### config.mk
export PLATFORM = sky130hd
export DESIGN_NAME = srm_serial_readback
export DESIGN_NICKNAME = d
export VERILOG_FILES = /design/src/srm_end.sv /design/src/srm_pkg.sv /design/src/srm_result_format.sv /design/src/srm_mux_decode.sv /design/src/srm_serial_readback.sv
export SDC_FILE = /design/constraint.sdc
export NUM_CORES = 1
export LEC_CHECK = 0
export ABC_AREA = 1
export ABC_CLOCK_PERIOD_IN_PS = 3600
export BUFFER_PORTS_ARGS = -buffer_cell sky130_fd_sc_hd__buf_2
export CAP_MARGIN = 40
export CELL_PAD_IN_SITES_DETAIL_PLACEMENT = 0
export CELL_PAD_IN_SITES_GLOBAL_PLACEMENT = 1
export CORE_MARGIN = 2
export CORE_UTILIZATION = 45
export CTS_BUF_LIST = sky130_fd_sc_hd__clkbuf_8
export CTS_CLUSTER_SIZE = 25
export DETAILED_ROUTE_END_ITERATION = 6
export HOLD_SLACK_MARGIN = 0.03
export PLACE_DENSITY = 0.9
export SYNTH_ARGS = -nofsm -noshare
export SYNTH_HDL_FRONTEND = slang
export SYNTH_HIERARCHICAL = 1
export SYNTH_SLANG_ARGS = --single-unit
### constraint.sdc
create_clock -name mclk -period 3.6 [get_ports mclk]
set_input_delay 0.18 -clock mclk [delete_from_list [all_inputs] [get_ports mclk]]
set_output_delay 0.18 -clock mclk [all_outputs]
set_load 0.01 [all_outputs]
### src/srm_end.sv
// Closing file of the block's sources; it holds no code
`default_nettype none
`default_nettype wire

### src/srm_pkg.sv
// Constants and types shared by the serial readback and channel select block
package srm_pkg;

  // ----------------------------------------------------------------------
  // Register map and widths
  // ----------------------------------------------------------------------
  localparam int REG_BITS = 8;
  localparam int ADDR_BITS = 5;
  localparam int RESULT_BITS = 14;
  localparam int CHSEL_BITS = 4;
  localparam int LINE_COUNT = 8;
  localparam logic [4:0] ADDR_RESULT_LOW = 5'h00;
  localparam logic [4:0] ADDR_RESULT_HIGH = 5'h01;
  localparam logic [4:0] ADDR_GAIN_MUX = 5'h04;
  localparam logic [7:0] REG_RESET = 8'h00;

  // ----------------------------------------------------------------------
  // Instruction byte fields
  // ----------------------------------------------------------------------
  localparam int IB_DIRECT = 7;
  localparam int IB_READ = 6;
  localparam int IB_WIDE = 5;
  localparam int IB_ADDR_LSB = 0;
  localparam logic [4:0] BYTE_EDGES = 5'h08;
  localparam logic [4:0] WORD_EDGES = 5'h10;
  localparam logic [2:0] INSTR_LAST_EDGE = 3'h7;
  localparam logic [4:0] FIRST_BYTE_LAST_EDGE = 5'h07;

  // ----------------------------------------------------------------------
  // Result byte layout
  // ----------------------------------------------------------------------
  localparam int LOW_RES_MSB = 5;
  localparam int LOW_POS_LSB = 2;
  localparam int LOW_ZERO_POS = 1;
  localparam int LOW_OVR_POS = 0;
  localparam int HIGH_RES_LSB = 6;

  // ----------------------------------------------------------------------
  // Channel select field
  // ----------------------------------------------------------------------
  localparam int CS_SINGLE_POS = 3;
  localparam int CS_POLARITY_POS = 2;

  // ----------------------------------------------------------------------
  // Serial engine states
  // ----------------------------------------------------------------------
  typedef enum logic [1:0] {
    SRM_ST_INSTR = 2'b00,
    SRM_ST_READ = 2'b01,
    SRM_ST_WRITE = 2'b10
  } srm_state_t;

endpackage

### src/srm_result_format.sv
// Packs the conversion result and over-range flag into the two result bytes
`timescale 1ns/1ns
`default_nettype none
module srm_result_format (
  // Converter result
  input wire logic [13:0] conversion_result,
  input wire logic over_range_flag,
  input wire logic binary_format,
  // Packed bytes
  output logic [7:0] low_byte,
  output logic [7:0] high_byte
);

  logic [13:0] coded;

  // Two's complement unless straight binary is asked for
  assign coded = binary_format ?
      {~conversion_result[srm_pkg::RESULT_BITS-1], conversion_result[12:0]} :
      conversion_result;

  assign low_byte = {coded[srm_pkg::LOW_RES_MSB:0], 1'b0, over_range_flag};
  assign high_byte = coded[srm_pkg::RESULT_BITS-1:srm_pkg::HIGH_RES_LSB];

endmodule
`default_nettype wire

### src/srm_mux_decode.sv
// Decodes the channel select field into positive and negative line enables
`timescale 1ns/1ns
`default_nettype none
module srm_mux_decode (
  // Channel select field
  input wire logic [3:0] channel_select_field,
  // Line enables, negative all zero means ground reference
  output logic [7:0] pos_lines,
  output logic [7:0] neg_lines,
  output logic single_ended
);

  logic [2:0] even_line;
  logic [2:0] odd_line;

  assign single_ended = channel_select_field[srm_pkg::CS_SINGLE_POS];
  assign even_line = {channel_select_field[1:0], 1'b0};
  assign odd_line = {channel_select_field[1:0], 1'b1};

  always_comb begin
    pos_lines = 8'h00;
    neg_lines = 8'h00;
    if (single_ended) begin
      pos_lines[channel_select_field[2:0]] = 1'b1;
    end else if (channel_select_field[srm_pkg::CS_POLARITY_POS]) begin
      pos_lines[odd_line] = 1'b1;
      neg_lines[even_line] = 1'b1;
    end else begin
      pos_lines[even_line] = 1'b1;
      neg_lines[odd_line] = 1'b1;
    end
  end

endmodule
`default_nettype wire

### src/srm_serial_readback.sv
// Serial read engine, result registers and input channel selection
//
// Functional notes
// - Drive read data after instruction's eighth edge.
// - Change read data only on non-active edges.
// - Two-wire: release shared line after last bit.
// - Data out line high impedance only while deselected.
// - Behaviour independent of clock idle level.
// - After read, await next instruction byte.
// - Byte reflects state at its first edge.
// - Second byte address: odd minus, even plus.
// - Channel from direct instruction or register four.
// - Top select bit: differential or single-ended.
// - Bit two reverses differential pair polarity.
// - Low two bits pick adjacent input pair.
// - Single-ended: low three bits pick line.
// - Registers eight bits, reset to zero.
// - Result registers at addresses zero, one read-only.
// - Low byte: result five-zero, zero, over-range.
// - High byte holds result thirteen to six.
// - Result coded two's complement by default.
// - Over-range flag marks possibly invalid result.
// - Serial bit order follows bit-order setting.
// - Instruction bit six reads, bit five wide.
// - Chip select high resets serial interface.
`timescale 1ns/1ns
`default_nettype none
module srm_serial_readback (
  // Clock and reset
  input wire logic mclk,
  input wire logic rst_b,
  // Serial pins
  input wire logic cs_b,
  input wire logic sclk,
  input wire logic din_in,
  input wire logic sclk_rising_active,
  output logic din_out,
  output logic din_oe,
  output logic dout,
  output logic dout_oe,
  // Serial interface settings
  input wire logic lsb_first,
  input wire logic two_wire_mode,
  // Other registers of the device
  output logic [4:0] read_addr,
  input wire logic [7:0] ext_read_data,
  input wire logic [3:0] gain_mux_channel,
  // Converter side
  input wire logic [13:0] conversion_result,
  input wire logic over_range_flag,
  input wire logic binary_format,
  input wire logic conv_done,
  output logic conv_start,
  output logic [3:0] direct_channel,
  // Multiplexer control
  output logic [7:0] mux_pos_lines,
  output logic [7:0] mux_neg_lines,
  output logic mux_single_ended,
  // Result registers
  output logic [7:0] conversion_result_low,
  output logic [7:0] conversion_result_high
);

  // ----------------------------------------------------------------------
  // State
  // ----------------------------------------------------------------------
  typedef struct packed {
    // Pin synchronisers
    logic sclk_m;
    logic sclk_s;
    logic sclk_d;
    logic cs_m;
    logic cs_s;
    logic din_m;
    logic din_s;
    logic rise_m;
    logic rise_s;
    // Serial engine
    srm_pkg::srm_state_t state;
    logic [2:0] icount;
    logic [7:0] ishift;
    logic [4:0] dcount;
    logic wide;
    logic [4:0] addr;
    logic [7:0] cap;
    // Pin drivers
    logic dout;
    logic dout_oe;
    logic din_out;
    logic din_oe;
    logic conv_start;
    // Conversion control, channel selection and results
    logic direct_hold;
    logic [3:0] direct_channel;
    logic [3:0] mux_cfg;
    logic [7:0] pos_lines;
    logic [7:0] neg_lines;
    logic single_ended;
    logic [7:0] res_low;
    logic [7:0] res_high;
  } srm_regs_t;

  srm_regs_t s;
  srm_regs_t next_s;

  // Reset image: all zero except the chip select synchroniser, which starts at the
  // deselected level so that no false select drives the data lines after reset
  localparam srm_regs_t RESET_S = '{
    sclk_m: 1'b0,
    sclk_s: 1'b0,
    sclk_d: 1'b0,
    cs_m: 1'b1,
    cs_s: 1'b1,
    din_m: 1'b0,
    din_s: 1'b0,
    rise_m: 1'b0,
    rise_s: 1'b0,
    state: srm_pkg::SRM_ST_INSTR,
    icount: 3'h0,
    ishift: srm_pkg::REG_RESET,
    dcount: 5'h00,
    wide: 1'b0,
    addr: 5'h00,
    cap: srm_pkg::REG_RESET,
    dout: 1'b0,
    dout_oe: 1'b0,
    din_out: 1'b0,
    din_oe: 1'b0,
    conv_start: 1'b0,
    direct_hold: 1'b0,
    direct_channel: 4'h0,
    mux_cfg: 4'h0,
    pos_lines: 8'h00,
    neg_lines: 8'h00,
    single_ended: 1'b0,
    res_low: srm_pkg::REG_RESET,
    res_high: srm_pkg::REG_RESET
  };

  // ----------------------------------------------------------------------
  // Helpers
  // ----------------------------------------------------------------------
  // Bit order applies both to the instruction and to the data
  function automatic logic pick_bit(input logic [7:0] data, input logic [2:0] pos,
                                    input logic lsb);
    pick_bit = lsb ? data[pos] : data[3'h7 - pos];
  endfunction

  function automatic logic [7:0] shift_in(input logic [7:0] data, input logic bit_in,
                                          input logic lsb);
    shift_in = lsb ? {bit_in, data[7:1]} : {data[6:0], bit_in};
  endfunction

  function automatic logic [4:0] partner_addr(input logic [4:0] a);
    partner_addr = a[0] ? a - 5'h01 : a + 5'h01;
  endfunction

  // Result bytes come from here; nothing on the serial side can write them
  function automatic logic [7:0] reg_value(input logic [4:0] a, input logic [7:0] lo,
                                           input logic [7:0] hi, input logic [7:0] ext);
    if (a == srm_pkg::ADDR_RESULT_LOW) begin
      reg_value = lo;
    end else if (a == srm_pkg::ADDR_RESULT_HIGH) begin
      reg_value = hi;
    end else begin
      reg_value = ext;
    end
  endfunction

  // ----------------------------------------------------------------------
  // Edge detection and submodules
  // ----------------------------------------------------------------------
  logic rise_edge;
  logic fall_edge;
  logic act_edge;
  logic nact_edge;
  logic [7:0] instr_byte;
  logic [7:0] live_byte;
  logic [7:0] tx_byte;
  logic [4:0] total_edges;
  logic byte_start;
  logic [7:0] fmt_low;
  logic [7:0] fmt_high;
  logic [7:0] dec_pos;
  logic [7:0] dec_neg;
  logic dec_single;

  // Only edges are used, so the idle level of the clock never matters
  assign rise_edge = s.sclk_s & ~s.sclk_d;
  assign fall_edge = ~s.sclk_s & s.sclk_d;
  assign act_edge = s.rise_s ? rise_edge : fall_edge;
  assign nact_edge = s.rise_s ? fall_edge : rise_edge;
  assign instr_byte = shift_in(s.ishift, s.din_s, lsb_first);
  assign live_byte = reg_value(s.addr, s.res_low, s.res_high, ext_read_data);
  assign byte_start = (s.dcount[2:0] == 3'h0);
  // First bit of a byte goes out before its first active edge, so it is taken live
  assign tx_byte = byte_start ? live_byte : s.cap;
  assign total_edges = s.wide ? srm_pkg::WORD_EDGES : srm_pkg::BYTE_EDGES;

  srm_result_format u_format (
    .conversion_result(conversion_result),
    .over_range_flag(over_range_flag),
    .binary_format(binary_format),
    .low_byte(fmt_low),
    .high_byte(fmt_high)
  );

  srm_mux_decode u_decode (
    .channel_select_field(s.mux_cfg),
    .pos_lines(dec_pos),
    .neg_lines(dec_neg),
    .single_ended(dec_single)
  );

  // ----------------------------------------------------------------------
  // Next state
  // ----------------------------------------------------------------------
  always_comb begin
    next_s = s;
    // Clock, select, data in and active-edge setting pins pass two flip-flops before any logic reads them
    next_s.sclk_m = sclk;
    next_s.sclk_s = s.sclk_m;
    next_s.sclk_d = s.sclk_s;
    next_s.cs_m = cs_b;
    next_s.cs_s = s.cs_m;
    next_s.din_m = din_in;
    next_s.din_s = s.din_m;
    next_s.rise_m = sclk_rising_active;
    next_s.rise_s = s.rise_m;
    next_s.conv_start = 1'b0;

    if (conv_done) begin
      next_s.res_low = fmt_low;
      next_s.res_high = fmt_high;
    end

    // Channel comes from a direct start until register four is written again
    next_s.mux_cfg = s.direct_hold ? s.direct_channel : gain_mux_channel;
    next_s.pos_lines = dec_pos;
    next_s.neg_lines = dec_neg;
    next_s.single_ended = dec_single;

    if (s.cs_s) begin
      // Deselect resets only the serial engine, never the result registers
      next_s.state = srm_pkg::SRM_ST_INSTR;
      next_s.icount = 3'h0;
      next_s.dcount = 5'h00;
      next_s.dout_oe = 1'b0;
      next_s.din_oe = 1'b0;
    end else begin
      next_s.dout_oe = 1'b1;
      case (s.state)
        srm_pkg::SRM_ST_INSTR: begin
          if (act_edge) begin
            next_s.ishift = instr_byte;
            next_s.icount = s.icount + 3'h1;
            if (s.icount == srm_pkg::INSTR_LAST_EDGE) begin
              next_s.dcount = 5'h00;
              next_s.wide = instr_byte[srm_pkg::IB_WIDE];
              next_s.addr = instr_byte[srm_pkg::IB_ADDR_LSB +: srm_pkg::ADDR_BITS];
              if (instr_byte[srm_pkg::IB_DIRECT]) begin
                next_s.conv_start = 1'b1;
                next_s.direct_hold = 1'b1;
                next_s.direct_channel = instr_byte[srm_pkg::CHSEL_BITS-1:0];
              end else if (instr_byte[srm_pkg::IB_READ]) begin
                next_s.state = srm_pkg::SRM_ST_READ;
              end else begin
                next_s.state = srm_pkg::SRM_ST_WRITE;
                // A write to register four hands the channel back to it
                if (instr_byte[srm_pkg::ADDR_BITS-1:0] == srm_pkg::ADDR_GAIN_MUX) begin
                  next_s.direct_hold = 1'b0;
                end
              end
            end
          end
        end
        srm_pkg::SRM_ST_READ: begin
          if (act_edge) begin
            if (byte_start) begin
              next_s.cap = live_byte;
            end
            if (s.wide && s.dcount == srm_pkg::FIRST_BYTE_LAST_EDGE) begin
              next_s.addr = partner_addr(s.addr);
            end
            next_s.dcount = s.dcount + 5'h01;
          end else if (nact_edge) begin
            if (s.dcount == total_edges) begin
              next_s.din_oe = 1'b0;
              next_s.state = srm_pkg::SRM_ST_INSTR;
              next_s.icount = 3'h0;
            end else begin
              next_s.dout = pick_bit(tx_byte, s.dcount[2:0], lsb_first);
              next_s.din_out = pick_bit(tx_byte, s.dcount[2:0], lsb_first);
              next_s.din_oe = two_wire_mode;
            end
          end
        end
        srm_pkg::SRM_ST_WRITE: begin
          // Write data is not stored here; only its length is tracked to stay in step
          if (act_edge) begin
            next_s.dcount = s.dcount + 5'h01;
            if (s.dcount + 5'h01 == total_edges) begin
              next_s.state = srm_pkg::SRM_ST_INSTR;
              next_s.icount = 3'h0;
            end
          end
        end
        default: begin
          next_s.state = srm_pkg::SRM_ST_INSTR;
          next_s.icount = 3'h0;
        end
      endcase
    end
  end

  // ----------------------------------------------------------------------
  // Registers
  // ----------------------------------------------------------------------
  always_ff @(posedge mclk or negedge rst_b) begin
    if (!rst_b) begin
      s <= RESET_S;
    end else begin
      s <= next_s;
    end
  end

  // ----------------------------------------------------------------------
  // Outputs
  // ----------------------------------------------------------------------
  assign dout = s.dout;
  assign dout_oe = s.dout_oe;
  assign din_out = s.din_out;
  assign din_oe = s.din_oe;
  assign read_addr = s.addr;
  assign conv_start = s.conv_start;
  assign direct_channel = s.direct_channel;
  assign mux_pos_lines = s.pos_lines;
  assign mux_neg_lines = s.neg_lines;
  assign mux_single_ended = s.single_ended;
  assign conversion_result_low = s.res_low;
  assign conversion_result_high = s.res_high;

endmodule
`default_nettype wire

Yosys cells after proc, flatten, opt, wreduce, memory -nomap -nowiden
Cells that the tools add are included.
- bits in registers: 86
- memory bits (read-only): 0
- RAM bits: 0
- input bits: 37
- latch bits: 0
- memories: 0
- output and inout bits: 47
- add/subtract/negate cells: 5
- eq/ne operators: 23
- shift operators: 0
- reduce and logical (&&, ||, !) cells: 24
- mux-type cells: 58
- order comparisons: 8
- multiply operators: 0
- div/mod/pow operators: 0
- bitwise logic cells: 8
- operators by type and width (cell ; count):
    two-way mux 8 bit ; 8
    two-way mux 5 bit ; 11
    two-way mux 24 bit ; 1
    two-way mux 6 bit ; 4
    inequality test 3 bit (second input constant) ; 8
    less-than comparator 3 x 4 -> 1 bit (second input constant) ; 5
    case mux 5 bit (2 select lines) ; 2
    two-way mux 1 bit ; 18
    AND reduction 6 bit ; 3
    case mux 5 bit (3 select lines) ; 1
    two-way mux 14 bit ; 1
    two-way mux 13 bit ; 1
    two-way mux 11 bit ; 1
    adder 5 x 1 -> 5 bit (second input constant) ; 2
    equality test 5 x 3 -> 1 bit (second input constant) ; 2
    equality test 5 bit ; 2
    inequality test 2 bit (second input constant) ; 5
    AND reduction 5 bit ; 2
    >= comparator 3 x 1 -> 1 bit (second input constant) ; 3
    AND reduction 3 bit ; 3
    two-way mux 4 bit ; 2
    AND reduction 4 bit ; 2
    AND reduction 8 bit ; 1
    nonzero test 2 bit ; 4
    other kinds (21) ; 34

Logic depth before layout (Yosys ltp)
Gate-level depths: netlist of the first run.
- depth after elaboration: 9
- gate-level depth with buffers: 14
- depth with buffers taken out: 14

Hierarchy
The synthesis of the first run kept the hierarchy.
- modules (own cells, without submodules) (module ; seq. area each (sq um) ; area each (sq um) ; cells an instance ; instances):
    srm_serial_readback ; 2179.6 ; 4350.4 ; 494 ; 1
    srm_mux_decode ; 0.0 ; 196.4 ; 41 ; 1
    srm_result_format ; 0.0 ; 135.1 ; 21 ; 1

Least setup slack after synthesis of the first run
OpenSTA, ideal clock, no wires.
- kind: register -> register
- start point: register s[62] (netlist name)
- end point: register s[77] (netlist name)
- path slack: 1.846 ns
- stages on the path, launching flop included: 12
- path buffers: 0
- arrival: 1.637 ns
- data required time: 3.482 ns
- setup time: 0.118 ns
- clock period less this slack: 1.754 ns
- path through: dfrtp_1 inv_1 ha_1 nand2_2 nor3_2 inv_1 o21ai_0 nand2_2 nand2_4 nand2_4 nand2_1 o21ai_2
- cells in the longest elaborated chain, start to end: 4
- RTL lines (what ; RTL line ; source):
    start, declared ; srm_serial_readback.sv:103 ; srm_regs_t s;
    start signal, assigned ; srm_serial_readback.sv:323 ; s <= next_s;
    adder 5 x 1 -> 5 bit ; srm_serial_readback.sv:302 ; if (s.dcount + 5'h01 == total_edges) begin
    equality test 5 bit ; srm_serial_readback.sv:302 ;
    inequality test 3 bit (no source line) ; n/a ;
    AND reduction 8 bit (no source line) (*) ; n/a ;
Every way passes the cells marked *; elsewhere a longest branch is shown, timed or not.
A chain may end at the register's enable or synchronous reset.

Worst setup path after layout of the first run
- start point: register s[61] (netlist name)
- end point: register s (netlist bit din_out)
- cells in the longest elaborated chain, start to end: 5
- RTL lines (what):
    parallel branches: the longest is 5 deep, another holds subtractor 3 bit
Several ways; the timed one is not identified. The select of a mux whose other input is x is not followed.

==> results_tabular.tex, run 1 <==
\begin{tabular}{lr}
\hline
Metric & Value \\
\hline
\multicolumn{2}{l}{\textbf{Setup path}} \\
\quad R2R setup slack & between 1000 and 1500 ps \\
\quad Critical path fanouts, max & 17 \\
\quad Data arrival time of the critical path & between 2000 and 3000 ps \\
\quad Sort of element at the end of the critical path & flop \\
\quad Crit path launch type & flop \\
\quad Path type of the worst setup path & flop to flop \\
\quad Endpoint required time on the critical path & between 3000 and 4000 ps \\
\multicolumn{2}{l}{\textbf{GRT}} \\
\quad First-pass GRT wire length & 15800 um \\
\quad Grt total ovfl & 0 \\
\quad Number of global-route vias before repair & roughly 3400 \\
\quad Pin count of the biggest net entering global routing & 60 \\
\quad Antenna violations before repair & 0 \\
\quad Global-route total usage across every layer & roughly 18\% \\
\multicolumn{2}{l}{\textbf{Routing}} \\
\quad DRC Markers & 0 \\
\quad Drt total wl & 9350 um \\
\quad Total iterations of the first detailed-routing run & 4 \\
\quad Total via count in the routed design & about 3500 \\
\quad Via density per instance & roughly 4.8 \\
\quad Residual antenna-violating net count after detailed routing & 0 \\
\quad Initial detailed-routing violation count & a little over 200 \\
\quad Wire length per cell & between 10 and 15 um \\
\multicolumn{2}{l}{\textbf{Synth}} \\
\quad Gate Count Post-Synth & $\sim$560 \\
\quad Synthesized netlist net count & 600 \\
\quad Post-synthesis instance area & roughly 0.0047 mm\^{}2 \\
\quad Top cells by area in the synthesized netlist & sky130\_fd\_sc\_hd\_\_dfrtp\_1 45\%, sky130\_fd\_sc\_hd\_\_buf\_4 9.6\%, sky130\_fd\_sc\_hd\_\_nand2\_1 8.3\% \\
\quad Xor/xnor cell area share of the yosys netlist & less than 1\% \\
\quad Simple-Gate Fraction of Synth Area & 23.9\% \\
\quad Fraction of the mapped netlist area in adder cells & 1.87\% \\
\quad Dominant combinational cell family by area after synthesis & simple AND/OR/NAND/NOR gates \\
\quad Seq/Total Area, Yosys & a little under half \\
\quad Mux contribution to synthesized area & under 10\% \\
\quad Compound-Gate Fraction of Synth Area & under 10\% \\
\quad Average footprint of a synthesized cell & $\sim$8.4 um\^{}2 \\
\quad Post-synthesis cell type with the largest combined area & sky130\_fd\_sc\_hd\_\_dfrtp\_1 \\
\quad Count of state elements after synthesis & 87 \\
\quad Number of distinct library cells after synthesis & 38 \\
\quad Count of warnings emitted by yosys & 6 \\
\quad Synth top area share & a little under half \\
\multicolumn{2}{l}{\textbf{Timing}} \\
\quad Max-slew violation count & 0 \\
\quad Count of endpoints failing hold in the final timing report & 0 \\
\quad Setup repair after global routing missed its margin & false \\
\quad Total of endpoints with negative setup slack in the final report & 0 \\
\quad Final total negative setup slack & 0 ps \\
\quad Max Clk Rate & roughly 420 MHz \\
\quad Transition at the pin with the smallest max-transition slack & roughly 740 ps \\
\quad Worst hold margin & 49.3 ps \\
\quad Worst clock skew & approximately 16 ps \\
\quad Remaining max-slew budget at the tightest pin & about half \\
\quad Period Utilization, post-route & 66.6\% \\
\quad Period minus WS final & approximately 2400 ps \\
\multicolumn{2}{l}{\textbf{Die}} \\
\quad Die Y & 106 um \\
\quad Effective utilization at floorplan & 45.8\% \\
\quad I/O pin count & 84 \\
\quad Placeable core area & just over 0.01 mm\^{}2 \\
\quad Die outline area & 0.0112 mm\^{}2 \\
\quad Horizontal extent of the die & between 100 and 150 um \\
\quad Core Rows & 37 \\
\multicolumn{2}{l}{\textbf{Clock network}} \\
\quad Cts hold-fix bufs & 14 \\
\quad Post-cts resize count & 0 \\
\quad Clock buffer depth & 2 \\
\quad Clock insertion delay at the later pin of the skew report & around 360 ps \\
\quad H-Tree Level Count & 3 \\
\quad Clock tree root driver cell & sky130\_fd\_sc\_hd\_\_clkbuf\_8 \\
\quad Clock tree from TritonCTS & built \\
\quad CTS Sinks & 87 \\
\quad Clock buffers created by TritonCTS & 9 \\
\quad Clock slew seen by the registers of the worst setup and hold paths & roughly 90 ps \\
\quad Total setup buffers inserted after CTS & 0 \\
\multicolumn{2}{l}{\textbf{Finish}} \\
\quad FILL cells & 1012 \\
\quad Most common cell after layout, fill and taps aside & sky130\_fd\_sc\_hd\_\_nand2\_1 \\
\quad Non-Filler Instances & between 700 and 800 \\
\quad Final net count & 639 \\
\quad Top library cells by usage in the layout, fill and taps aside & 103 x sky130\_fd\_sc\_hd\_\_nand2\_1, 85 x sky130\_fd\_sc\_hd\_\_dfrtp\_1, 82 x sky130\_fd\_sc\_hd\_\_buf\_2, 72 x sky130\_fd\_sc\_hd\_\_inv\_1, 57 x sky130\_fd\_sc\_hd\_\_nand3\_1 \\
\quad Area growth from synthesis to layout & 8.71\% \\
\quad Antenna Cells & 0 \\
\quad Share of post-route cells with drive strength above 1 & 23.0\% \\
\multicolumn{2}{l}{\textbf{Power}} \\
\quad Combinational Power Share & 29.5\% \\
\quad Total power after layout & approximately 0.0026 W \\
\quad Reported leakage power & $\sim$2.6 nW \\
\quad Sequential Power Share & a little under half \\
\quad Clock group share of total power & roughly 24\% \\
\quad Worst supply voltage drop on vdd & 205 uV \\
\quad Switching fraction of total power & a little over a third \\
\quad Power dissipated by switching net loads & approximately 0.00095 W \\
\quad Internal Dissipation & between 0.0015 and 0.002 W \\
\quad Power density over the cells & 508 mW/mm\^{}2 \\
\multicolumn{2}{l}{\textbf{Placed design}} \\
\quad Placed cells & 706 \\
\quad Count of buffers from port buffering & between 80 and 90 \\
\quad Global placer's final weighted congestion & 0.821 \\
\quad HPWL after DPL & slightly below 7000 um \\
\multicolumn{2}{l}{\textbf{Worst hold path}} \\
\quad Worst hold path class & primary input to flop \\
\multicolumn{2}{l}{\textbf{Run}} \\
\quad Number of maximum-capacitance constraint violations & 0 \\
\multicolumn{2}{l}{\textbf{Status}} \\
\quad Status & finished clean \\
\hline
\end{tabular}
metrics by stage:
| step | setup slack [ps] | instance area [um^2] | util [%] |
|---|---|---|---|
| 2_1_floorplan | 1850 | 4680 | - |
| 3_3_place_gp | 1300 | 4770 | 46.6 |
| 3_5_place_dp | 1240 | 4770 | 46.6 |
| 4_1_cts | 1210 | 5090 | 49.7 |
| 5_1_grt | 901 | 5090 | 49.7 |
| 6_report | 1200 | 5090 | 49.7 |
critical path, stage by stage, from the launching register on:
cell and delay, ps:
sky130_fd_sc_hd__dfrtp_1 600, sky130_fd_sc_hd__clkinv_1 340, sky130_fd_sc_hd__ha_1 300, sky130_fd_sc_hd__nand2_2 280
sky130_fd_sc_hd__nor2_1 90, sky130_fd_sc_hd__nand2_1 150, sky130_fd_sc_hd__nand3_1 90, sky130_fd_sc_hd__nand2_1 90
sky130_fd_sc_hd__nand2_1 50, sky130_fd_sc_hd__nand3_1 70, sky130_fd_sc_hd__nand3_1 60, sky130_fd_sc_hd__nand2_1 100
sky130_fd_sc_hd__nand2_1 60, sky130_fd_sc_hd__nand2_1 60
metal layers:
layer | wire [um] | track usage (%)
met5 | 0 | 0
met4 | 104 | 5.92
met3 | 289 | 3.62
met2 | 4630 | 29.6
met1 | 4320 | 23.1
final timing paths:
check | from | to | depth (start not counted)
max in group asynchronous | rst_b | conversion_result_high[7]$_DFFE_PN0P_ | 3
setup / recovery | s[61]$_DFFE_PN0P_ | din_out$_DFFE_PN0P_ | 13
setup reg to reg | s[61]$_DFFE_PN0P_ | din_out$_DFFE_PN0P_ | 13
hold reg to reg | next_s[86]$_DFF_PN0_ | next_s[85]$_DFF_PN0_ | 0
hold / removal | conversion_result[9] | conversion_result_high[3]$_DFFE_PN0P_ | 3
min in group asynchronous | rst_b | mux_pos_lines[3]$_DFF_PN0_ | 2
registers in the layout, indices dropped and copies added (netlist names):
name	cells
conv_start	1
conversion_result_high	8
conversion_result_low	8
din_oe	1
din_out	1
direct_channel	4
dout_oe	1
mux_neg_lines	8
mux_pos_lines	8
mux_single_ended	1
next_s	5
read_addr	5
s	36
kinds of logic after synthesis:
group,after synthesis
simple gates,233
buf+inv,148
flops,87
compound gates,72
fa+ha+maj,7
mux,6
xor+xnor,2
other cells,1
synthesized netlist by cell type (all sizes together):
library cell and count:
a211oi 1, a21oi 11, a31oi 1, buf 67, clkbuf 3, clkinv 2
conb 1, dfrtp 85, dfstp 2, ha 7, inv 76, mux2 6
nand2 111, nand3 59, nand4 15, nor2 41, nor3 6, nor4 1
o211ai 1, o21ai 55, o22ai 1, o31ai 1, o41ai 1, xor2 2
power groups by stage:
stage               Clock [W]  Sequential [W]  Combinational (W)
finish               0.000625         0.00120           0.000763
global route         0.000697         0.00121           0.000873
CTS                  0.000657         0.00120           0.000767
detailed placement          0         0.00122           0.000753
global placement            0         0.00121           0.000738
floorplan                   0         0.00119           0.000625
area by class of cell:
type	count	area, um^2	share of cell area [%]
timing repair buffer	98	566	11.1
clock inverter	6	43.8	0.860
tap	136	170	3.34
multi-input combinational	321	1700	33.4
clock buffer	10	138	2.70
sequential	87	2180	42.8
inverter	78	293	5.75
(Power assumes the default switching activity.)
==> inputs of run 2 (changes only) <==
ABC_CLOCK_PERIOD_IN_PS = 2510   (was 3600)
CORE_UTILIZATION = 43   (was 45)
PLACE_DENSITY = 0.87   (was 0.9)
clock period = 2.51 ns   (was 3.6 ns; I/O delays follow)
==> run 2 against run 1 <==
Effect of this change:
- final area is 2.9% higher
- via count is 0.51% higher
- register-to-register slack worse by 810 ps
- clock-buffer cell count is 1 lower
- critical path type unchanged
- fmax is 13% higher
- sequential share of layout area is 1.2 points lower
- largest power group unchanged
- sequential power is 44% higher
- non-clock buffer count is 11 higher
- core utilization is 1.0 points lower
- first-iteration DRC count is 8.4% lower
- critical endpoint is now read_addr[2]$_DFFE_PN0P_
==> results_tabular.tex, run 2 (synthesis results as in run 1) <==
\begin{tabular}{lr}
\hline
Metric & Value \\
\hline
\multicolumn{2}{l}{\textbf{Status}} \\
\quad Status & finished clean \\
\multicolumn{2}{l}{\textbf{Placed design}} \\
\quad Global placer's final weighted congestion & between 0.8 and 0.9 \\
\quad Total cell area at the placement stage & 0.00481 mm\^{}2 \\
\quad Count of buffers from port buffering & between 80 and 90 \\
\quad Worst setup slack after placement & 410 ps \\
\quad Placed cells & approximately 700 \\
\quad HPWL after DPL & 6930 um \\
\multicolumn{2}{l}{\textbf{Setup path}} \\
\quad Buffering stage count on the worst path with inverters included & 1 \\
\quad Critical path fanouts, max & 13 \\
\quad Cell breakdown of the critical path & ha\_1, nand2\_2, inv\_1, nand3\_1, nor3\_1, o21ai\_1, nor2\_2, mux2\_1 \\
\quad Sort of element at the end of the critical path & flop \\
\quad R2r worst-path depth & 8 \\
\quad Data arrival time of the critical path & approximately 2400 ps \\
\quad Delay-heaviest family, CP & flip-flops \\
\quad Endpoint required time on the critical path & around 2800 ps \\
\quad CP max stage cell & sky130\_fd\_sc\_hd\_\_dfrtp\_1 \\
\quad Crit path launch type & flop \\
\quad Count of cell instances traversed by the critical path & 8 \\
\quad Max incr delay on CP & approximately 600 ps \\
\quad Path type of the worst setup path & flop to flop \\
\multicolumn{2}{l}{\textbf{Finish}} \\
\quad FILL cells & 1075 \\
\quad Non-Filler Instances & 751 \\
\quad Total area of sequential cells & around 0.0022 mm\^{}2 \\
\quad Top library cells by usage in the layout, fill and taps aside & 103 x sky130\_fd\_sc\_hd\_\_nand2\_1, 85 x sky130\_fd\_sc\_hd\_\_dfrtp\_1, 82 x sky130\_fd\_sc\_hd\_\_buf\_2, 72 x sky130\_fd\_sc\_hd\_\_inv\_1, 57 x sky130\_fd\_sc\_hd\_\_nand3\_1 \\
\quad Multi-input logic area & 0.00170 mm\^{}2 \\
\quad Top reg by flops & s \\
\quad Most common cell after layout, fill and taps aside & sky130\_fd\_sc\_hd\_\_nand2\_1 \\
\quad Share of post-route cells with drive strength above 1 & between 20\% and 30\% \\
\quad Post-route cell area & $\sim$0.0052 mm\^{}2 \\
\quad Final net count & 650 \\
\quad Antenna Cells & 0 \\
\quad Max FFs per register & 36 \\
\quad Area growth from synthesis to layout & 11.9\% \\
\multicolumn{2}{l}{\textbf{Routing}} \\
\quad Total via count in the routed design & approximately 3600 \\
\quad DRC Markers & 0 \\
\quad Drt total wl & 9390 um \\
\quad Wire length per cell & approximately 13 um \\
\quad Via density per instance & around 4.7 \\
\quad Total iterations of the first detailed-routing run & 4 \\
\quad Residual antenna-violating net count after detailed routing & 0 \\
\quad Initial detailed-routing violation count & $\sim$190 \\
\multicolumn{2}{l}{\textbf{Clock network}} \\
\quad Clock insertion delay at the later pin of the skew report & roughly 360 ps \\
\quad Clock buffers created by TritonCTS & 9 \\
\quad Clock tree root driver cell & sky130\_fd\_sc\_hd\_\_clkbuf\_8 \\
\quad CTS Sinks & 87 \\
\quad Clock slew seen by the registers of the worst setup and hold paths & $\sim$100 ps \\
\quad Clock buffer depth & 2 \\
\quad Clock tree from TritonCTS & built \\
\quad Total setup buffers inserted after CTS & 0 \\
\quad H-Tree Level Count & 3 \\
\multicolumn{2}{l}{\textbf{Timing}} \\
\quad Final total negative setup slack & 0 ps \\
\quad Count of endpoints failing hold in the final timing report & 0 \\
\quad Transition at the pin with the smallest max-transition slack & $\sim$580 ps \\
\quad Least setup slack across all paths after layout & $\sim$400 ps \\
\quad Remaining max-slew budget at the tightest pin & around three fifths \\
\quad Total of endpoints with negative setup slack in the final report & 0 \\
\quad Period Utilization, post-route & between 80\% and 90\% \\
\quad Worst hold margin & a little over 100 ps \\
\quad Max Clk Rate & roughly 470 MHz \\
\quad Max-slew violation count & 0 \\
\quad Setup repair after global routing missed its margin & false \\
\quad Worst clock skew & roughly 12 ps \\
\quad Period minus WS final & 2110 ps \\
\multicolumn{2}{l}{\textbf{GRT}} \\
\quad Antenna violations before repair & 0 \\
\quad Pin count of the biggest net entering global routing & between 50 and 60 \\
\quad First-pass GRT wire length & 15700 um \\
\quad Global-route total usage across every layer & roughly 17\% \\
\quad Number of global-route vias before repair & between 3000 and 4000 \\
\quad Grt total ovfl & 0 \\
\multicolumn{2}{l}{\textbf{Worst hold path}} \\
\quad Worst hold path class & primary input to flop \\
\quad Instance count along the most critical hold path & 3 \\
\multicolumn{2}{l}{\textbf{Die}} \\
\quad Core Rows & 38 \\
\quad Die outline area & 0.0117 mm\^{}2 \\
\quad Effective utilization at floorplan & roughly 44\% \\
\quad I/O pin count & 84 \\
\quad Die Y & 108 um \\
\quad Horizontal extent of the die & $\sim$110 um \\
\quad Placeable core area & around 0.011 mm\^{}2 \\
\multicolumn{2}{l}{\textbf{Run}} \\
\quad Number of maximum-capacitance constraint violations & 0 \\
\multicolumn{2}{l}{\textbf{Power}} \\
\quad Reported leakage power & about 2.7 nW \\
\quad Worst supply voltage drop on vdd & $\sim$250 uV \\
\quad Power density over the cells & 726 mW/mm\^{}2 \\
\hline
\end{tabular}
## run 2: area by class of cell
cell class | instances | area share (%)
Clock buffer | 9 | 2.37
Clock inverter | 7 | 1.43
Inverter | 78 | 5.59
Sequential cell | 87 | 41.6
Timing Repair Buffer | 109 | 13.2
Tap cell | 140 | 3.34
Multi-Input combinational cell | 321 | 32.5
## run 2: metrics by stage
step / total power, W / utilization [%]
2_1_floorplan: 0.00261 / -
3_3_place_gp: 0.00281 / 44.5
3_5_place_dp: 0.00284 / 44.7
4_1_cts: 0.00385 / 48.7
5_1_grt: 0.00409 / 48.7
6_report: 0.00380 / 48.7
## run 2: repair_timing
| item | 4_1_cts | 5_1_grt |
|---|---|---|
| endpoints found under the hold margin | 53 | 0 |
| hold buffers | 23 | 0 |
| gates resized for setup | 0 | 0 |
## run 2: per-layer routing
layer | vias to the layer above | wire length, um | part of all wire [%] | GRT usage (%)
li1 | 1825 | - | - | -
met1 | 1661 | 4370 | 46 | 22.2
met2 | 65 | 4570 | 49 | 28.4
met3 | 7 | 318 | 3.4 | 3.50
met4 | 0 | 136 | 1.4 | 6.23
met5 | - | 0 | 0 | 0
## run 2: final timing paths
path / slack [ps] / startpoint / end
worst max-delay path: 400 / s[61]$_DFFE_PN0P_ / read_addr[2]$_DFFE_PN0P_
worst min-delay path: 100 / two_wire_mode / din_oe$_DFFE_PN0P_
worst max register to register: 400 / s[61]$_DFFE_PN0P_ / read_addr[2]$_DFFE_PN0P_
worst min register to register: 360 / next_s[81]$_DFF_PN0_ / s[81]$_DFF_PN0_
max in group asynchronous: 1510 / rst_b / s[47]$_DFFE_PN0P_
min in group asynchronous: 230 / rst_b / mux_neg_lines[2]$_DFF_PN0_
## run 2: report_power, final
group / switching [W] / leakage [nW] / internal (W)
combinational: 0.000723 / 1.53 / 0.000385
clock: 0.000576 / 0.0981 / 0.000392
sequential: 0.000136 / 1.08 / 0.00159
## run 2: worst register-to-register path, stage by stage, from the launching register on
cell and delay (ps):
sky130_fd_sc_hd__dfrtp_1 600, sky130_fd_sc_hd__ha_1 250, sky130_fd_sc_hd__nand2_2 90, sky130_fd_sc_hd__inv_1 90, sky130_fd_sc_hd__nand3_1 70, sky130_fd_sc_hd__nor3_1 200, sky130_fd_sc_hd__o21ai_1 140, sky130_fd_sc_hd__nor2_2 210
sky130_fd_sc_hd__mux2_1 350
==> inputs of run 3 (changes only) <==
ABC_CLOCK_PERIOD_IN_PS = 1900   (was 2510)
CORE_UTILIZATION = 39   (was 43)
PLACE_DENSITY = 0.84   (was 0.87)
clock period = 1.9 ns   (was 2.51 ns; I/O delays follow)
==> run 3 against run 2 <==
Effect of this change:
- first-iteration DRC count up 37%
- sequential power rose by 31%
- wire length is 8.1% higher
- via count grew 8.3%
- hold slack got worse by 55 ps
- final area increased by 7.7%
- die area up 9.9%
- clock-buffer cell count unchanged
- cell count rose by 5.1%
- fmax rose by 14%
- clock power rose by 27%
==> results_tabular.tex, run 3 (synthesis results as in run 1) <==
\begin{tabular}{lr}
\hline
Metric & Value \\
\hline
\multicolumn{2}{l}{\textbf{Clock network}} \\
\quad CTS Sinks & between 80 and 90 \\
\quad Clock insertion delay at the later pin of the skew report & around 370 ps \\
\quad Clock tree from TritonCTS & built \\
\quad H-Tree Level Count & 3 \\
\quad Clock slew seen by the registers of the worst setup and hold paths & 90 ps \\
\quad Clock buffer depth & 2 \\
\quad Clock tree root driver cell & sky130\_fd\_sc\_hd\_\_clkbuf\_8 \\
\quad Clock buffers created by TritonCTS & 9 \\
\multicolumn{2}{l}{\textbf{Power}} \\
\quad Reported leakage power & $\sim$2.9 nW \\
\quad Power density over the cells & between 900 and 1000 mW/mm\^{}2 \\
\quad Worst supply voltage drop on vdd & slightly below 400 uV \\
\multicolumn{2}{l}{\textbf{Timing}} \\
\quad Least setup slack across all paths after layout & roughly 50 ps \\
\quad Worst clock skew & $\sim$12 ps \\
\quad Worst hold margin & 47.5 ps \\
\quad Max Clk Rate & approximately 540 MHz \\
\quad Total of endpoints with negative setup slack in the final report & 0 \\
\quad Period Utilization, post-route & between 90\% and 100\% \\
\quad Max-slew violation count & 0 \\
\quad Setup repair after global routing missed its margin & true \\
\quad Final total negative setup slack & 0 ps \\
\quad Count of endpoints failing hold in the final timing report & 0 \\
\quad Period minus WS final & 1850 ps \\
\multicolumn{2}{l}{\textbf{Finish}} \\
\quad Area growth from synthesis to layout & 20.5\% \\
\quad Max FFs per register & 36 \\
\quad Post-route cell area & about 0.0056 mm\^{}2 \\
\quad Top library cells by usage in the layout, fill and taps aside & 96 x sky130\_fd\_sc\_hd\_\_nand2\_1, 83 x sky130\_fd\_sc\_hd\_\_dfrtp\_1, 82 x sky130\_fd\_sc\_hd\_\_buf\_2, 70 x sky130\_fd\_sc\_hd\_\_inv\_1, 46 x sky130\_fd\_sc\_hd\_\_o21ai\_0 \\
\quad Final net count & around 680 \\
\quad Share of post-route cells with drive strength above 1 & between 30\% and 40\% \\
\quad Most common cell after layout, fill and taps aside & sky130\_fd\_sc\_hd\_\_nand2\_1 \\
\quad Top reg by flops & s \\
\quad Post-layout util & between 40\% and 50\% \\
\quad Antenna Cells & 0 \\
\multicolumn{2}{l}{\textbf{GRT}} \\
\quad Number of global-route vias before repair & around 3700 \\
\quad First-pass GRT wire length & roughly 16000 um \\
\quad Pin count of the biggest net entering global routing & between 50 and 60 \\
\quad Global-route total usage across every layer & 15.8\% \\
\quad Grt total ovfl & 0 \\
\quad Antenna violations before repair & 0 \\
\multicolumn{2}{l}{\textbf{Setup path}} \\
\quad Critical path launch point & read\_addr[0]\$\_DFFE\_PN0P\_ \\
\quad Terminus of the critical flop-to-flop path & din\_out\$\_DFFE\_PN0P\_ \\
\quad Crit path launch type & flop \\
\quad Critical path fanouts, max & 8 \\
\quad CP max stage cell & sky130\_fd\_sc\_hd\_\_dfrtp\_1 \\
\quad Sort of element at the end of the critical path & flop \\
\quad Buffering stage count on the worst path with inverters included & 1 \\
\quad Endpoint required time on the critical path & about 2200 ps \\
\quad Max incr delay on CP & between 400 and 500 ps \\
\quad R2R setup slack & approximately 50 ps \\
\quad Delay-heaviest family, CP & simple AND/OR/NAND/NOR gates \\
\quad Worst reg2reg path startpoint & read\_addr[0]\$\_DFFE\_PN0P\_ \\
\quad Data arrival time of the critical path & between 2000 and 2500 ps \\
\quad R2r worst-path depth & 14 \\
\quad Cell breakdown of the critical path & inv\_1, nor2\_4, nand3\_4, nand2\_1, nand3\_2, nand2\_1, nand3\_1, nand2\_1, nand2\_1, nand3\_1, nand3\_1, nand2\_2, nand2\_1, nand2\_1 \\
\quad Critical path's most frequent cell & sky130\_fd\_sc\_hd\_\_nand2\_1 \\
\quad Path type of the worst setup path & flop to flop \\
\multicolumn{2}{l}{\textbf{Routing}} \\
\quad Wire length per cell & 12.9 um \\
\quad Via density per instance & between 4 and 5 \\
\quad Total via count in the routed design & between 3000 and 4000 \\
\quad Residual antenna-violating net count after detailed routing & 0 \\
\quad Drt total wl & approximately 10000 um \\
\quad Initial detailed-routing violation count & about 250 \\
\quad Total iterations of the first detailed-routing run & 5 \\
\quad DRC Markers & 0 \\
\multicolumn{2}{l}{\textbf{Placed design}} \\
\quad Count of buffers from port buffering & 83 \\
\quad Total cell area at the placement stage & approximately 0.0049 mm\^{}2 \\
\quad HPWL after DPL & 7080 um \\
\quad Worst setup slack after placement & just under 50 ps \\
\quad Global placer's final weighted congestion & roughly 0.87 \\
\multicolumn{2}{l}{\textbf{Die}} \\
\quad Horizontal extent of the die & 114 um \\
\quad Effective utilization at floorplan & 39.5\% \\
\quad Die outline area & roughly 0.013 mm\^{}2 \\
\quad I/O pin count & 84 \\
\quad Core Rows & 40 \\
\quad Placeable core area & 0.0119 mm\^{}2 \\
\quad Die Y & about 110 um \\
\multicolumn{2}{l}{\textbf{Worst hold path}} \\
\quad Launch point of the worst hold path & two\_wire\_mode \\
\quad Worst hold path class & primary input to flop \\
\quad Instance count along the most critical hold path & 3 \\
\quad Hold endpoint & din\_oe\$\_DFFE\_PN0P\_ \\
\multicolumn{2}{l}{\textbf{Status}} \\
\quad Status & finished clean \\
\multicolumn{2}{l}{\textbf{Run}} \\
\quad Number of maximum-capacitance constraint violations & 0 \\
\hline
\end{tabular}
## run 3: cell count changes in the layout (fill, tap and decap cells not counted), sizes merged
cell / before / now
inv: 79 / 80
clkinv: 5 / 4
buf: 86 / 116
nand3: 59 / 60
## run 3: routing by layer
layer	up-vias	wire [um]	track usage [%]
met3	24	451	3.40
met1	1839	4550	19.6
met2	96	4880	26.2
met4	0	276	8.05
li1	1896	-	-
met5	-	0	0
## run 3: area by class of cell
| class | count | area (um^2) |
|---|---|---|
| fill | 1156 | 6220 |
| sequential | 87 | 2180 |
| multi-input combinational | 322 | 1850 |
| timing repair buffer | 139 | 957 |
| inverter | 78 | 293 |
| tap | 147 | 184 |
| clock buffer | 9 | 124 |
| clock inverter | 7 | 55.1 |
## run 3: tightest hold or removal path, cell delays in order
cell	delay, ps
sky130_fd_sc_hd__buf_2	80
sky130_fd_sc_hd__a211oi_1	60
sky130_fd_sc_hd__nor3_1	130
## run 3: what timing repair did
| item | 4_1_cts | 5_1_grt |
|---|---|---|
| setup buffers | 0 | 15 |
| hold endpoints to repair | 59 | 0 |
| endpoints found under the setup margin | 0 | 14 |
| hold buffers | 23 | 0 |
| resized for setup | 0 | 42 |
## run 3: power breakdown
group / internal [W] / total [W] / switching (W)
clock network: 0.000494 / 0.00123 / 0.000738
logic: 0.000769 / 0.00189 / 0.00112
registers: 0.00210 / 0.00227 / 0.000172
## run 3: worst max path at each step
| stage | to | slack (ps) | cells after the start |
|---|---|---|---|
| floorplan | s[77]$_DFFE_PN0P_ | 150 | 11 |
| global placement | din_out$_DFFE_PN0P_ | 80 | 13 |
| detailed placement | din_out$_DFFE_PN0P_ | 50 | 13 |
| CTS | din_out$_DFFE_PN0P_ | 20 | 13 |
| global route | din_out$_DFFE_PN0P_ | -110 | 14 |
| finish | din_out$_DFFE_PN0P_ | 50 | 14 |
## run 3: metrics by stage
| step | cells | total power [W] |
|---|---|---|
| global route | 789 | 0.00576 |
| finish | 789 | 0.00540 |
| floorplan | 556 | 0.00345 |
| global placement | 734 | 0.00381 |
| detailed placement | 734 | 0.00384 |
| CTS | 773 | 0.00512 |
